[config.mk]
export PLATFORM = sky130hd
export DESIGN_NAME = rlv_reset_ctrl
export DESIGN_NICKNAME = d
export VERILOG_FILES = /design/src/rlv_pkg.sv /design/src/rlv_reset_ctrl.sv /design/src/rlv_sync.sv
export SDC_FILE = /design/constraint.sdc
export NUM_CORES = 1
export LEC_CHECK = 0
export BUFFER_PORTS_ARGS = -buffer_cell sky130_fd_sc_hd__buf_4
export CAP_MARGIN = 20
export CORE_MARGIN = 2
export CORE_UTILIZATION = 49
export CTS_CLUSTER_SIZE = 14
export DETAILED_ROUTE_END_ITERATION = 16
export PLACE_DENSITY = 0.88
export SKIP_LAST_GASP = 1
export SLEW_MARGIN = 5
export SYNTH_ARGS = -nofsm -noshare
export SYNTH_HDL_FRONTEND = slang
export SYNTH_SLANG_ARGS = --single-unit
[constraint.sdc]
create_clock -name clock -period 3.1 [get_ports clock]
set_input_delay 0.775 -clock clock [delete_from_list [all_inputs] [get_ports clock]]
set_output_delay 0.775 -clock clock [all_outputs]
set_load 0.01 [all_outputs]
[src/rlv_pkg.sv]
// package for the reset and low-voltage controller
// assumes an APB slave with 32-bit data and one clock at 100 MHz
//
// Overview of operation
// any reset source halts execution, initialises registers and clears the program counter, fetch restarts at zero.
// status bits 7:6 give the cause, 00 watchdog, 10 power-on or low voltage, 11 external pin, 01 reserved.
// with the pin reset enabled the device stays in reset while the pin is not high.
// power-on runs supply wait, pin check, register init, oscillator warm-up, then execution.
// an uncleared watchdog overflow resets the system.
// after a watchdog reset init and warm-up run, then execution resumes from zero.
// the 2.0V reset is active under every option.
// lowest option resets below 2.0V and disables both indicator flags.
// medium option resets below 2.0V, mid flag follows the 2.4V level, high flag disabled.
// high option resets below 2.4V, both flags follow their levels; the 2.4V reset also clears the mid flag, so under this option it never reads 1.
// maximum option resets below 3.6V.
// any low-voltage reset clears both indicator flags.
// high flag is bit 5, mid flag bit 4, both read-only and reset to zero.
// with the pin-as-input option the pin is a plain input bit and never resets.
// outside circuit pulls the pin low to reset, a falling edge starts a reset.
// comparator outputs and the pin are synchronised before use.
package rlv_pkg;

  typedef enum logic [1:0] {
    rlv_lowest = 2'h0,
    rlv_medium = 2'h1,
    rlv_high = 2'h2,
    rlv_maximum = 2'h3
  } rlv_option_e;

  // gray along power-up, pin check, init, warm-up, run
  typedef enum logic [2:0] {
    rlv_st_power = 3'h0,
    rlv_st_pin = 3'h1,
    rlv_st_init = 3'h3,
    rlv_st_warm = 3'h2,
    rlv_st_run = 3'h6
  } rlv_state_e;

  typedef struct packed {
    logic below_20;
    logic below_24;
    logic below_36;
  } rlv_supply_s;

  localparam logic [11:0] RLV_STATUS_INDEX = 12'h086;
  localparam logic [11:0] RLV_STATUS_ADDR = 12'h218;
  localparam logic [11:0] RLV_IRQ_STAT_ADDR = 12'h400;
  localparam logic [11:0] RLV_IRQ_MASK_ADDR = 12'h404;
  localparam logic [11:0] RLV_WDT_KICK_ADDR = 12'h408;
  localparam int RLV_CAUSE_HI = 7;
  localparam int RLV_CAUSE_LO = 6;
  localparam int RLV_FLAG_HIGH_BIT = 5;
  localparam int RLV_FLAG_MID_BIT = 4;
  localparam logic [1:0] RLV_CAUSE_WDT = 2'h0;
  localparam logic [1:0] RLV_CAUSE_POWER = 2'h2;
  localparam logic [1:0] RLV_CAUSE_PIN = 2'h3;
  localparam logic [7:0] RLV_STATUS_RESET = 8'h80;
  localparam int RLV_CLOCK_MHZ = 100;
  localparam int RLV_STABLE_US = 10;
  localparam int RLV_STABLE_CYC = RLV_STABLE_US * RLV_CLOCK_MHZ;
  localparam int RLV_INIT_CYC = 4;
  localparam int RLV_WARM_US = 40;
  localparam int RLV_WARM_CYC = RLV_WARM_US * RLV_CLOCK_MHZ;
  localparam logic [11:0] RLV_CNT_ONE = 12'h001;

endpackage : rlv_pkg

[src/rlv_reset_ctrl.sv]
// reset sequencer, cause flags and low-voltage indicators
// assumes APB master on clock; comparator and pin inputs are asynchronous
`timescale 1ns/100ps
module rlv_reset_ctrl
  import rlv_pkg::*;
(
  input wire logic clock,
  input wire logic reset,
  input wire logic clock_en,
  input wire logic psel,
  input wire logic penable,
  input wire logic pwrite,
  input wire logic [11:0] paddr,
  input wire logic [31:0] pwdata,
  output logic [31:0] prdata,
  output logic pready,
  output logic pslverr,
  input wire rlv_option_e voltage_option,
  input wire logic pin_as_input_option,
  input wire logic supply_low_20,
  input wire logic supply_low_24,
  input wire logic supply_low_36,
  input wire logic reset_pin_n,
  input wire logic watchdog_overflow,
  output logic system_reset,
  output logic core_run,
  output logic pc_clear,
  output logic pin_input_bit,
  output logic irq
);

  ////////////////////////////////////////////////////////////////////////
  // synchronisers
  rlv_supply_s supply_raw;
  rlv_supply_s supply;
  logic pin_sync;
  assign supply_raw = '{below_20: supply_low_20, below_24: supply_low_24,
                        below_36: supply_low_36};

  rlv_sync #(.WIDTH(4)) u_sync (
    .clock(clock),
    .reset(reset),
    .clock_en(clock_en),
    .async_in({supply_raw, reset_pin_n}),
    .reset_value(4'h1),
    .sync_out({supply, pin_sync})
  );

  ////////////////////////////////////////////////////////////////////////
  // reset source decode
  logic pin_enabled;
  logic pin_low;
  logic pin_prev;
  logic pin_fall;
  logic lv_reset;
  logic wdt_reset;
  logic any_reset;
  logic flag_mid_en;
  logic flag_high_en;

  assign pin_enabled = !pin_as_input_option;
  assign pin_low = pin_enabled && !pin_sync;
  assign pin_fall = pin_enabled && pin_prev && !pin_sync;
  assign lv_reset = supply.below_20
    || (voltage_option == rlv_high && supply.below_24)
    || (voltage_option == rlv_maximum && supply.below_36);
  assign wdt_reset = watchdog_overflow;
  assign any_reset = lv_reset || wdt_reset || pin_low;
  assign flag_mid_en = voltage_option == rlv_medium
    || voltage_option == rlv_high;
  assign flag_high_en = voltage_option == rlv_high;

  ////////////////////////////////////////////////////////////////////////
  // sequencer
  rlv_state_e state;
  rlv_state_e next_state;
  logic [11:0] count;
  logic [11:0] next_count;
  logic [1:0] cause;
  logic [1:0] next_cause;
  logic count_done;

  assign count_done = count == RLV_CNT_ONE;

  always_comb begin
    next_state = state;
    next_count = count;
    next_cause = cause;
    if (lv_reset) begin
      next_state = rlv_st_power;
      next_count = 12'(RLV_STABLE_CYC);
      next_cause = RLV_CAUSE_POWER;
    end else if ((pin_low && state != rlv_st_power)
        || (pin_fall && state == rlv_st_run)) begin
      // pin is only checked once the supply wait is over
      next_state = rlv_st_pin;
      next_count = 12'(RLV_STABLE_CYC);
      next_cause = RLV_CAUSE_PIN;
    end else if (wdt_reset && state == rlv_st_run) begin
      next_state = rlv_st_init;
      next_count = 12'(RLV_INIT_CYC);
      next_cause = RLV_CAUSE_WDT;
    end else begin
      unique case (state)
        rlv_st_power: begin
          if (count_done) begin
            next_state = rlv_st_pin;
          end else begin
            next_count = count - RLV_CNT_ONE;
          end
        end
        rlv_st_pin: begin
          next_state = rlv_st_init;
          next_count = 12'(RLV_INIT_CYC);
        end
        rlv_st_init: begin
          if (count_done) begin
            next_state = rlv_st_warm;
            next_count = 12'(RLV_WARM_CYC);
          end else begin
            next_count = count - RLV_CNT_ONE;
          end
        end
        rlv_st_warm: begin
          if (count_done) begin
            next_state = rlv_st_run;
          end else begin
            next_count = count - RLV_CNT_ONE;
          end
        end
        rlv_st_run: begin
          next_count = count;
        end
        default: begin
          next_state = rlv_st_power;
          next_count = 12'(RLV_STABLE_CYC);
        end
      endcase
    end
  end

  always_ff @(posedge clock) begin
    if (reset) begin
      state <= rlv_st_power;
      count <= 12'(RLV_STABLE_CYC);
      cause <= RLV_CAUSE_POWER;
      pin_prev <= 1'b1;
    end else if (clock_en) begin
      state <= next_state;
      count <= next_count;
      cause <= next_cause;
      pin_prev <= pin_sync;
    end
  end

  ////////////////////////////////////////////////////////////////////////
  // apb decode
  logic access;
  logic wr;
  logic hit_status;
  logic hit_stat;
  logic hit_mask;
  logic hit_kick;
  logic hit_any;
  logic [1:0] irq_stat;
  logic [1:0] irq_mask;
  logic [1:0] irq_event;
  logic flag_mid;
  logic flag_high;
  logic [7:0] status_byte;
  logic [31:0] next_rdata;
  logic in_init;

  assign access = psel && penable && !pready;
  assign wr = access && pwrite;
  assign hit_status = paddr == RLV_STATUS_ADDR;
  assign hit_stat = paddr == RLV_IRQ_STAT_ADDR;
  assign hit_mask = paddr == RLV_IRQ_MASK_ADDR;
  assign hit_kick = paddr == RLV_WDT_KICK_ADDR;
  assign hit_any = hit_status || hit_stat || hit_mask || hit_kick;
  assign in_init = state != rlv_st_run;
  // event 0: a reset sequence finished; event 1: below_24 with the mid flag enabled and clear
  assign irq_event = {flag_mid_en && supply.below_24 && !flag_mid,
                      state == rlv_st_warm && next_state == rlv_st_run};
  assign status_byte = {cause, flag_high, flag_mid, 4'h0};
  assign next_rdata = hit_status ? {24'h0000_00, status_byte}
    : hit_stat ? {30'h0000_0000, irq_stat}
    : hit_mask ? {30'h0000_0000, irq_mask}
    : 32'h0000_0000;

  always_ff @(posedge clock) begin
    if (reset) begin
      pready <= 1'b0;
      pslverr <= 1'b0;
      prdata <= 32'h0000_0000;
    end else if (clock_en) begin
      pready <= access;
      pslverr <= access && !hit_any;
      prdata <= (access && !pwrite) ? next_rdata : 32'h0000_0000;
    end
  end

  // indicator flags are read-only; low-voltage reset clears them
  always_ff @(posedge clock) begin
    if (reset) begin
      flag_mid <= 1'b0;
      flag_high <= 1'b0;
    end else if (clock_en) begin
      if (lv_reset) begin
        flag_mid <= 1'b0;
        flag_high <= 1'b0;
      end else begin
        flag_mid <= flag_mid_en && supply.below_24;
        flag_high <= flag_high_en && supply.below_36;
      end
    end
  end

  // sticky status, set wins over write-one-to-clear
  always_ff @(posedge clock) begin
    if (reset) begin
      irq_stat <= 2'h0;
      irq_mask <= 2'h0;
      irq <= 1'b0;
    end else if (clock_en) begin
      irq_stat <= (irq_stat & ~((wr && hit_stat) ? pwdata[1:0] : 2'h0))
        | irq_event;
      if (wr && hit_mask) begin
        irq_mask <= pwdata[1:0];
      end
      irq <= |(irq_stat & irq_mask);
    end
  end

  ////////////////////////////////////////////////////////////////////////
  // outputs
  always_ff @(posedge clock) begin
    if (reset) begin
      system_reset <= 1'b1;
      core_run <= 1'b0;
      pc_clear <= 1'b1;
      pin_input_bit <= 1'b0;
    end else if (clock_en) begin
      system_reset <= next_state != rlv_st_run;
      core_run <= next_state == rlv_st_run;
      pc_clear <= next_state != rlv_st_run;
      pin_input_bit <= pin_as_input_option && pin_sync;
    end
  end
endmodule : rlv_reset_ctrl

[src/rlv_sync.sv]
// two-stage synchroniser for asynchronous levels
// assumes a free-running clock; enable freezes it
`timescale 1ns/100ps
module rlv_sync #(
  parameter int WIDTH = 1
) (
  input wire logic clock,
  input wire logic reset,
  input wire logic clock_en,
  input wire logic [WIDTH-1:0] async_in,
  input wire logic [WIDTH-1:0] reset_value,
  output logic [WIDTH-1:0] sync_out
);
  logic [WIDTH-1:0] stage1;
  always_ff @(posedge clock) begin
    if (reset) begin
      stage1 <= reset_value;
      sync_out <= reset_value;
    end else if (clock_en) begin
      stage1 <= async_in;
      sync_out <= stage1;
    end
  end
endmodule : rlv_sync

==> metrics.txt, run 1 <==
vias in the first global route 2027; worst vdd ir 0.000318 V; Synth Register Bits 43; Hold-fix buffers, CTS 0; clock latency at the later pin of the worst-skew pair 290 ps; post-CTS resize count 0; RePlAce Congestion 0.924; Leakage 0.00112 uW; root buf cell clkbuf_8; PortBufs 40; total congestion overflow 0; setup bufs post-CTS 0; WL final 5350 um; area growth from synthesis to final layout 13.4%; DP Cell Count 379; largest net degree at the start of global routing 40; Design Power 1200 uW; run status complete, no violations; max-slew violations 0; htree depth 2; Fmax 442 MHz; clock tree from TritonCTS built; io pins 97; CP Max Fanout 8; Net count, final 381; Synth area leader dfxtp_1; Worst Setup SP count[0]$_SDFFE_PP0P_; Wirelength per Cell 13.9 um; number of diodes 0; worst path arrival time 2500 ps; Max Cap Viol 0; Final Setup Violations 0; Slew headroom 50.5%; sinks on the clock net 43; CTS Buf Count 5; Post-DRT Antenna Nets 0; Mean Syn Cell Area 8.61 sq um; post-synthesis cell count 287; Clock Pin Slew Worst Setup and Hold Paths 80 ps; Post-synth top flop dfxtp_1; ys async rst share 0%; Crit Path Category reg2reg; initial antenna violation count 0; hold_sp core_run$_SDFFE_PP0P_; Die X 75.0 um; Data required, critical path 3340 ps; final cycle utilization of the critical path 72.9%; Unique masters post-synth 59; most common library cells after synthesis 43 x dfxtp_1, 27 x buf_4, 24 x nor2_1; top cells by area, synth dfxtp_1 35%, buf_4 8.2%, mux2i_1 4.5%, nor2_1 3.6%, a221o_1 3.2%; EDFF count, synth 0; core area 4790 sq um; setup repair after global routing missed its margin false; Pwr Density 428 nW/um^2; reg2reg start count[0]$_SDFFE_PP0P_; Critical Path Sink Type flip-flop; Yosys warning count 0; Sequential cell area 861 sq um; CTS max path bufs 2; via count 2202; register area share after synthesis 34.8%; crit start category flip-flop; minimum clock period 2260 ps; Initial DRC Count 133; Synth top area share 34.8%; Starting Density 51.6%; clock skew 4.60 ps; All-Layer GR Usage 19.7%; layout cells sized above 1 19.7%; Total Die Area 5630 sq um; multi-input logic area 1390 sq um; DRT Pass-1 Iters 4; residual DRC count 0; Final Hold Vio Count 0; Die Span Y 75.0 um; Slew @ Worst Pin 733 ps; post-synthesis cell area 2470 sq um; first-pass GRT wire length 8690 um; FILL cells 432; Hold Path Class reg2reg; DR vias/cell 5.70; top-count cell post-synth dfxtp_1; Rows 25; Total Neg Setup Slack 0 ps; Post-Layout Cell Count 386; hpwl dp 3830 um
per-layer routing:
layer | share of wire (%) | global-route usage, % | vias up
met2 | 49 | 32.7 | 88
met3 | 6.6 | 4.69 | 9
met1 | 43 | 24.8 | 1034
met4 | 1.1 | 7.74 | 0
li1 | - | - | 1071
met5 | 0 | 0 | -
cell families after synthesis:
| kind of cell | synth area share (%) |
|---|---|
| AO/OA/AOI/OAI | 21.0 |
| other | 0.152 |
| multiplexers | 5.37 |
| flip-flops | 34.8 |
| AND/OR/NAND/NOR | 22.8 |
| adder cells (fa/ha/maj) | 2.03 |
| XOR/XNOR | 1.06 |
| buffers and inverters | 12.8 |
state kept, by name (all words and copies together) (netlist names), 2 cells and up:
| name | flops |
|---|---|
| count | 12 |
| prdata | 6 |
| u_sync.stage1 | 4 |
| u_sync.sync_out | 4 |
| state | 3 |
| cause | 2 |
| irq_mask | 2 |
| irq_stat | 2 |
layout make-up:
class / count / share of cell area (%)
inverter: 9 / 1.21
multi-input combinational: 216 / 49.5
clock buffer: 5 / 2.46
clock inverter: 2 / 1.34
timing repair buffer: 44 / 11.8
sequential: 43 / 30.7
tap: 67 / 2.99
per-stage QoR:
| stage | setup slack [ps] | util (%) | area, sq um | hold WS [ps] |
|---|---|---|---|---|
| final | 840 | 58.6 | 2800 | 471 |
| after global routing | 619 | 58.6 | 2800 | 494 |
| after CTS | 830 | 58.6 | 2800 | 476 |
| after detailed placement | 545 | 56.3 | 2700 | 458 |
| after global placement | 571 | 56.3 | 2700 | 454 |
| after floorplan | 695 | - | 2560 | 441 |
worst paths after layout:
path / end / slack [ps] / depth (start not counted)
setup / recovery: count[8]$_SDFFE_PP1P_ / 840 / 6
hold / removal: core_run$_SDFFE_PP0P_ / 470 / 2
setup reg to reg: count[8]$_SDFFE_PP1P_ / 840 / 6
hold reg to reg: core_run$_SDFFE_PP0P_ / 470 / 2
power by group:
group	leakage [uW]	switching, uW	internal [uW]
sequential	0.000351	23.9	573
combinational	0.000715	97.6	77.0
clock	0.0000502	192	235
critical path: stages (launching register included):
cell and delay [ps]:
dfxtp_1 400, ha_1 180, nor4b_1 340, nand4_1 250, a2111o_1 540, nand2_1 290
a221o_1 200
cell usage in the layout, fill, tap and decap left out, drive strengths merged, types with 5 or more instances in the layout:
cell    count
buf        44
dfxtp      43
conb       26
nor2       24
nand2      19
o21ai      16
nor3       15
a21oi      14
mux2i      11
inv         9
nor4        9
a221o       8
a22oi       7
nand4       5
nand4b      5
clkbuf      5
Note: power is estimated with default switching activity, not from simulation.
==> inputs of run 2 (changes only) <==
--- a/config.mk
+++ b/config.mk
@@ -5,6 +5,7 @@
 export SDC_FILE = /design/constraint.sdc
 export NUM_CORES = 1
 export LEC_CHECK = 0
+export ABC_AREA = 1
 export BUFFER_PORTS_ARGS = -buffer_cell sky130_fd_sc_hd__buf_4
 export CAP_MARGIN = 20
 export CORE_MARGIN = 2
==> constraint.sdc (replaced) <==
create_clock -name clock -period 2.4 [get_ports clock]
set_input_delay 0.6 -clock clock [delete_from_list [all_inputs] [get_ports clock]]
set_output_delay 0.6 -clock clock [all_outputs]
set_load 0.01 [all_outputs]
==> metrics.txt, run 2 <==
Post-synth top flop dfxtp_1 (unchanged); post-synthesis cell count 385 (was 287); register area share after synthesis 34.0% (was 34.8%); critical path's top delay family simple AND/OR/NAND/NOR gates (unchanged); Synth Register Bits 43 (unchanged); max-slew violations 0 (unchanged); crit start category primary input (was flip-flop); commonest non-fill, non-tap cell in the layout nand2_1 (was buf_4); CP max stage cell nor2_2 (was a2111o_1); CTS Buf Count 5 (unchanged); Mean Syn Cell Area 6.58 sq um (was 8.61 sq um); Hold-fix buffers, CTS 0 (unchanged); CP Depth 12 (was 6); Top Registers count x12, prdata x6 (unchanged); WL final 5530 um (was 5350 um); post-synthesis cell area 2530 sq um (was 2470 sq um); Worst Hold Depth 2 (unchanged); max FFs per register 12 (unchanged); Fmax 559 MHz; Max stage delay on crit path 280 ps (was 540 ps); Worst Hold End prdata[6]$_SDFFE_PP0P_ (was core_run$_SDFFE_PP0P_); Net count, final 483 (was 381); Pwr Density 566 nW/um^2 (was 428 nW/um^2); Slew headroom 66.7% (was 50.5%); Wirelength per Cell 11.2 um (was 13.9 um); io pins 97 (unchanged); residual DRC count 0 (unchanged); Unique masters post-synth 33 (was 59); vias in the first global route 2240 (was 2027); Synth area leader dfxtp_1 (unchanged); Rows 26 (was 25); Die X 75.9 um (was 75.0 um); core area 5040 sq um (was 4790 sq um); most common library cells after synthesis 70 x nand2_1, 50 x nor2_1, 43 x dfxtp_1 (was 43 x dfxtp_1, 27 x buf_4, 24 x nor2_1); WP buf/inv 4 (was 0); DR vias/cell 5.00 (was 5.70); minimum clock period 1790 ps; Total Die Area 5760 sq um (was 5630 sq um); run status complete, no violations (unchanged); top-count cell post-synth nand2_1 (was dfxtp_1); top cells by area, synth dfxtp_1 34%, nand2_1 10%, buf_4 8.0%, nor2_1 7.4%, a21oi_1 6.5% (was dfxtp_1 35%, buf_4 8.2%, mux2i_1 4.5%, nor2_1 3.6%, a221o_1 3.2%); Most flops, register count (unchanged); Layout Utilization 57.4% (was 58.6%); Final Setup Violations 0 (unchanged); htree depth 2 (unchanged); CP Max Fanout 7 (was 8); reg2reg path depth 8 (was 6); root buf cell clkbuf_8 (unchanged); setup repair after global routing missed its margin false (unchanged); hold_sp cause[0]$_SDFFE_PP0P_ (was core_run$_SDFFE_PP0P_); initial antenna violation count 0 (unchanged); Initial DRC Count 84 (was 133); worst vdd ir 0.000394 V (was 0.000318 V); setup bufs post-CTS 0 (unchanged); reg2reg end count[4]$_SDFFE_PP0P_ (was count[8]$_SDFFE_PP1P_); EDFF count, synth 0 (unchanged); Hold Path Class reg2reg (unchanged); ys async rst share 0% (unchanged); most frequent cells in the layout 70 x nand2_1, 50 x nor2_1, 43 x dfxtp_1 (was 44 x buf_4, 43 x dfxtp_1, 26 x conb_1); DRT Pass-1 Iters 4 (unchanged); clock tree from TritonCTS built (unchanged); All-Layer GR Usage 19.3% (was 19.7%); Leakage 0.00134 uW (was 0.00112 uW); total congestion overflow 0 (unchanged); post-CTS resize count 0 (unchanged); Critical Path Sink Type flip-flop (unchanged); clock latency at the later pin of the worst-skew pair 300 ps (was 290 ps); clock skew 7.60 ps (was 4.60 ps); via count 2459 (was 2202); Synth top area share 34.0% (was 34.8%); first-pass GRT wire length 9350 um (was 8690 um); CTS max path bufs 2 (unchanged); Clock Pin Slew Worst Setup and Hold Paths 90 ps (was 80 ps); Total Neg Setup Slack 0 ps (unchanged); Starting Density 50.2% (was 51.6%); Post-DRT Antenna Nets 0 (unchanged); RePlAce Congestion 0.891 (was 0.924); largest net degree at the start of global routing 28 (was 40); layout cells sized above 1 16.1% (was 19.7%); Die Span Y 75.9 um (was 75.0 um); Slew @ Worst Pin 499 ps (was 733 ps); PortBufs 40 (unchanged); reg2reg start state[2]$_SDFFE_PP0P_ (was count[0]$_SDFFE_PP0P_); area growth from synthesis to final layout 14.2% (was 13.4%); number of diodes 0 (unchanged); CP Cell Sequence buf_4, inv_1, ha_1, nand2_1, nand3_1, inv_1, nand2_2, nor2_2, inv_2, nor2_2, a21oi_1, nor2_1 (was ha_1, nor4b_1, nand4_1, a2111o_1, nand2_1, a221o_1); R2R Setup Slk 680 ps (was 840 ps); Yosys warning count 0 (unchanged); hpwl dp 3960 um (was 3830 um); Final Hold Vio Count 0 (unchanged); Max Cap Viol 0 (unchanged); worst path arrival time 2030 ps (was 2500 ps); sinks on the clock net 43 (unchanged); Crit Path Category in2reg (was reg2reg); final cycle utilization of the critical path 74.6%; Data required, critical path 2640 ps (was 3340 ps)
[run 2: report_power, final]
group          leakage (uW)  internal, uW  switching (uW)  total, uW
clock network     0.0000618           342             263        605
registers          0.000352           745            25.0        770
logic              0.000927          98.2             165        264
total               0.00134          1190             453       1640
[run 2: kinds of logic after synthesis]
kind of cell	Yosys count	synth area share, %
xor+xnor	4	1.38
flops	43	34.0
other cells	1	0.148
fa+ha+maj	4	1.98
compound gates	68	14.0
simple gates	183	32.0
buf+inv	82	16.5
[run 2: worst max-delay path by stage]
stage                            from                endpoint  slack (ps)
finish              voltage_option[0]  count[10]$_SDFFE_PP0P_         610
global route        voltage_option[0]  count[10]$_SDFFE_PP0P_         510
global placement    voltage_option[0]  count[10]$_SDFFE_PP0P_         330
detailed placement  voltage_option[0]  count[10]$_SDFFE_PP0P_         300
CTS                 voltage_option[0]  count[10]$_SDFFE_PP0P_         610
floorplan           voltage_option[0]   count[1]$_SDFFE_PP0P_         670
[run 2: area by class of cell]
class / instances / area [sq um]
well taps: 70 / 87.6
inverters: 45 / 169
clock buffers: 6 / 82.6
flip-flops and latches: 43 / 861
multi-input cells: 285 / 1350
clock inverters: 2 / 38.8
repair buffers: 41 / 308
fillers: 489 / 2150
[run 2: metal layers]
layer,GRT usage [%],vias to the layer above,part of all wire (%)
met5,0,-,0
met4,8.00,0,2.3
met3,4.05,13,6.0
li1,-,1258,-
met2,33.8,91,48
met1,22.9,1097,43
[run 2: metrics by stage]
step	hold slack (ps)	setup slack (ps)	cells	instance area [sq um]	total power, uW
floorplan	427	666	410	2630	993
global placement	438	333	484	2770	1040
detailed placement	453	300	484	2770	1050
CTS	466	614	492	2890	1650
global route	487	510	492	2890	1720
finish	466	610	492	2890	1640
[run 2: worst register-to-register path: cells and delay by family, from the launching register on]
family                 cells  cell delay (ps)
buffers and inverters      1               60
and+or+nand+nor            6              860
DFF                        1              500
AOI/OAI and AO/OA          1              260
==> inputs of run 3 (changes only) <==
--- a/config.mk
+++ b/config.mk
@@ -9,10 +9,10 @@
 export BUFFER_PORTS_ARGS = -buffer_cell sky130_fd_sc_hd__buf_4
 export CAP_MARGIN = 20
 export CORE_MARGIN = 2
-export CORE_UTILIZATION = 49
+export CORE_UTILIZATION = 44
 export CTS_CLUSTER_SIZE = 14
 export DETAILED_ROUTE_END_ITERATION = 16
-export PLACE_DENSITY = 0.88
+export PLACE_DENSITY = 0.84
 export SKIP_LAST_GASP = 1
 export SLEW_MARGIN = 5
 export SYNTH_ARGS = -nofsm -noshare
==> constraint.sdc (replaced) <==
create_clock -name clock -period 1.53 [get_ports clock]
set_input_delay 0.3825 -clock clock [delete_from_list [all_inputs] [get_ports clock]]
set_output_delay 0.3825 -clock clock [all_outputs]
set_load 0.01 [all_outputs]
==> metrics.txt, run 3 (same netlist as run 2, synthesis figures left out) <==
htree depth 2 (unchanged); sinks on the clock net 43 (unchanged); dpl cell area 2990 sq um (was 2770 sq um); most frequent cells in the layout 73 x buf_4, 64 x nand2_1, 39 x nor2_1 (was 70 x nand2_1, 50 x nor2_1, 43 x dfxtp_1); Die X 79.9 um (was 75.9 um); All-Layer GR Usage 19.2% (was 19.3%); Worst Hold Depth 3 (was 2); Rows 27 (was 26); Final Setup Violations 3 (was 0); total congestion overflow 0 (unchanged); vias in the first global route 2359 (was 2240); CTS max path bufs 2 (unchanged); first-pass GRT wire length 9830 um (was 9350 um); Fmax 648 MHz; reg2reg end count[3]$_SDFFE_PP1P_ (was count[4]$_SDFFE_PP0P_); Leakage 0.00150 uW (was 0.00134 uW); Total Die Area 6380 sq um (was 5760 sq um); run status finished, violations left (was complete, no violations); Starting Density 45.7% (was 50.2%); residual DRC count 0 (unchanged); Met1 Wirelength 2570 um (was 2390 um); Post-DRT Antenna Nets 0 (unchanged); minimum clock period 1540 ps; Wirelength per Cell 12.0 um (was 11.2 um); CP Cell Sequence nor2_4, nand2_1, nor2_2, nand4_1, nand2_2, nor2_4, nand2_4, inv_2, nand2_1, nand2_1 (was buf_4, inv_1, ha_1, nand2_1, nand3_1, inv_1, nand2_2, nor2_2, inv_2, nor2_2, a21oi_1, nor2_1); Final Hold Vio Count 0 (unchanged); clock skew 9.17 ps (was 7.60 ps); CTS Buf Count 5 (unchanged); hold_sp reset_pin_n (was cause[0]$_SDFFE_PP0P_); fin area 3250 sq um (was 2890 sq um); Clock Pin Slew Worst Setup and Hold Paths 90 ps (about the same); commonest non-fill, non-tap cell in the layout buf_4 (was nand2_1); CP Max Fanout 6 (was 7); final cycle utilization of the critical path 101%; initial antenna violation count 0 (unchanged); failing checks negative setup slack; Max Cap Viol 0 (unchanged); Layout Utilization 58.7% (was 57.4%); clock latency at the later pin of the worst-skew pair 300 ps (about the same); hpwl dp 4420 um (was 3960 um); worst path arrival time 1740 ps (was 2030 ps); setup repair after global routing missed its margin true (was false); reg2reg start count[2]$_SDFFE_PP0P_ (was state[2]$_SDFFE_PP0P_); Top Registers count x12, prdata x6 (unchanged); DR vias/cell 5.10 (was 5.00); DRT Pass-1 Iters 5 (was 4); io pins 97 (unchanged); R2R Setup Slk -10 ps (was 680 ps); CP max stage cell dfxtp_1 (was nor2_2); layout cells sized above 1 30.2% (was 16.1%); PortBufs 40 (unchanged); most numerous cell on the critical path nand2_1; top routing layer used met4 (unchanged); Most flops, register count (unchanged); worst vdd ir 0.000405 V (was 0.000394 V); FILL cells 470 (was 489); via count 2683 (was 2459); Initial DRC Count 217 (was 84); root buf cell clkbuf_8 (unchanged); Pwr Density 760 nW/um^2 (was 566 nW/um^2); Data required, critical path 1720 ps (was 2640 ps); max-slew violations 0 (unchanged); RePlAce Congestion 0.974 (was 0.891); core area 5540 sq um (was 5040 sq um); Total Neg Setup Slack -32.0 ps (was 0 ps); Hold Path Class in2reg (was reg2reg); max FFs per register 12 (unchanged); clock tree from TritonCTS built (unchanged); largest net degree at the start of global routing 24 (was 28); Final WS setup -14.1 ps (was 610 ps); met3 routed WL 405 um (was 333 um); Crit Path Category reg2reg (was in2reg); reg2reg path depth 10 (was 8); wire length on met2 3180 um (was 2680 um); Net count, final 515 (was 483); area growth from synthesis to final layout 28.3% (was 14.2%); Worst Hold End u_sync.stage1[0]$_SDFFE_PP1P_ (was prdata[6]$_SDFFE_PP0P_); WL final 6340 um (was 5530 um); Die Span Y 79.9 um (was 75.9 um); Hold WS 286 ps (was 466 ps); number of diodes 0 (unchanged); Critical Path Sink Type flip-flop (unchanged); Max stage delay on crit path 370 ps (was 280 ps); crit start category flip-flop (was primary input)
==> run 3: metrics by stage <==
stage | total power [uW] | worst slack, ps | instances
floorplan | 1560 | 13.3 | 410
global route | 2590 | -73.2 | 526
detailed placement | 1700 | -348 | 514
finish | 2470 | -14.1 | 526
CTS | 2410 | 2.90 | 522
global placement | 1680 | -326 | 514
==> run 3: power breakdown <==
| part | switching (uW) | internal (uW) | leakage [uW] |
|---|---|---|---|
| clock | 402 | 318 | 0.0000402 |
| combinational | 308 | 226 | 0.00110 |
| sequential | 43.8 | 1170 | 0.000353 |
==> run 3: critical path: cells and delay by family, from the launching register on <==
kind	cells	cell delay, ps
buffers and inverters	1	60
DFF	1	370
and+or+nand+nor	9	1020
==> run 3: layout make-up <==
class                           instances  area, sq um  area share (%)
Sequential cell                        43          871            26.8
Tap cell                               72         90.1            2.77
Timing Repair Buffer                   73          548            16.9
Clock buffer                            5         68.8            2.12
Multi-Input combinational cell        285         1480            45.7
Clock inverter                          3         20.0           0.616
Inverter                               45          169            5.20
==> run 3: layer usage <==
metal  global-route usage (%)  vias up
met4                     8.64        0
met5                        0        -
met1                     22.7     1211
met2                     33.7      129
li1                         -     1322
met3                     3.28       21
==> run 3: worst max-delay path by stage <==
stage / start / slack, ps / to / cells after the start
floorplan: voltage_option[0] / 10 / count[1]$_SDFFE_PP0P_ / 11
global placement: voltage_option[0] / -330 / count[1]$_SDFFE_PP0P_ / 12
detailed placement: voltage_option[0] / -350 / count[1]$_SDFFE_PP0P_ / 12
CTS: state[2]$_SDFFE_PP0P_ / 3 / cause[0]$_SDFFE_PP0P_ / 9
global route: count[2]$_SDFFE_PP0P_ / -70 / count[7]$_SDFFE_PP1P_ / 7
finish: count[2]$_SDFFE_PP0P_ / -10 / count[3]$_SDFFE_PP1P_ / 10
==> run 3: what timing repair did <==
item,in CTS,in global routing
hold buffers,0,0
setup endpoints to repair,11,16
pin swaps,0,13
setup buffers,0,4
gates resized for setup,2,52
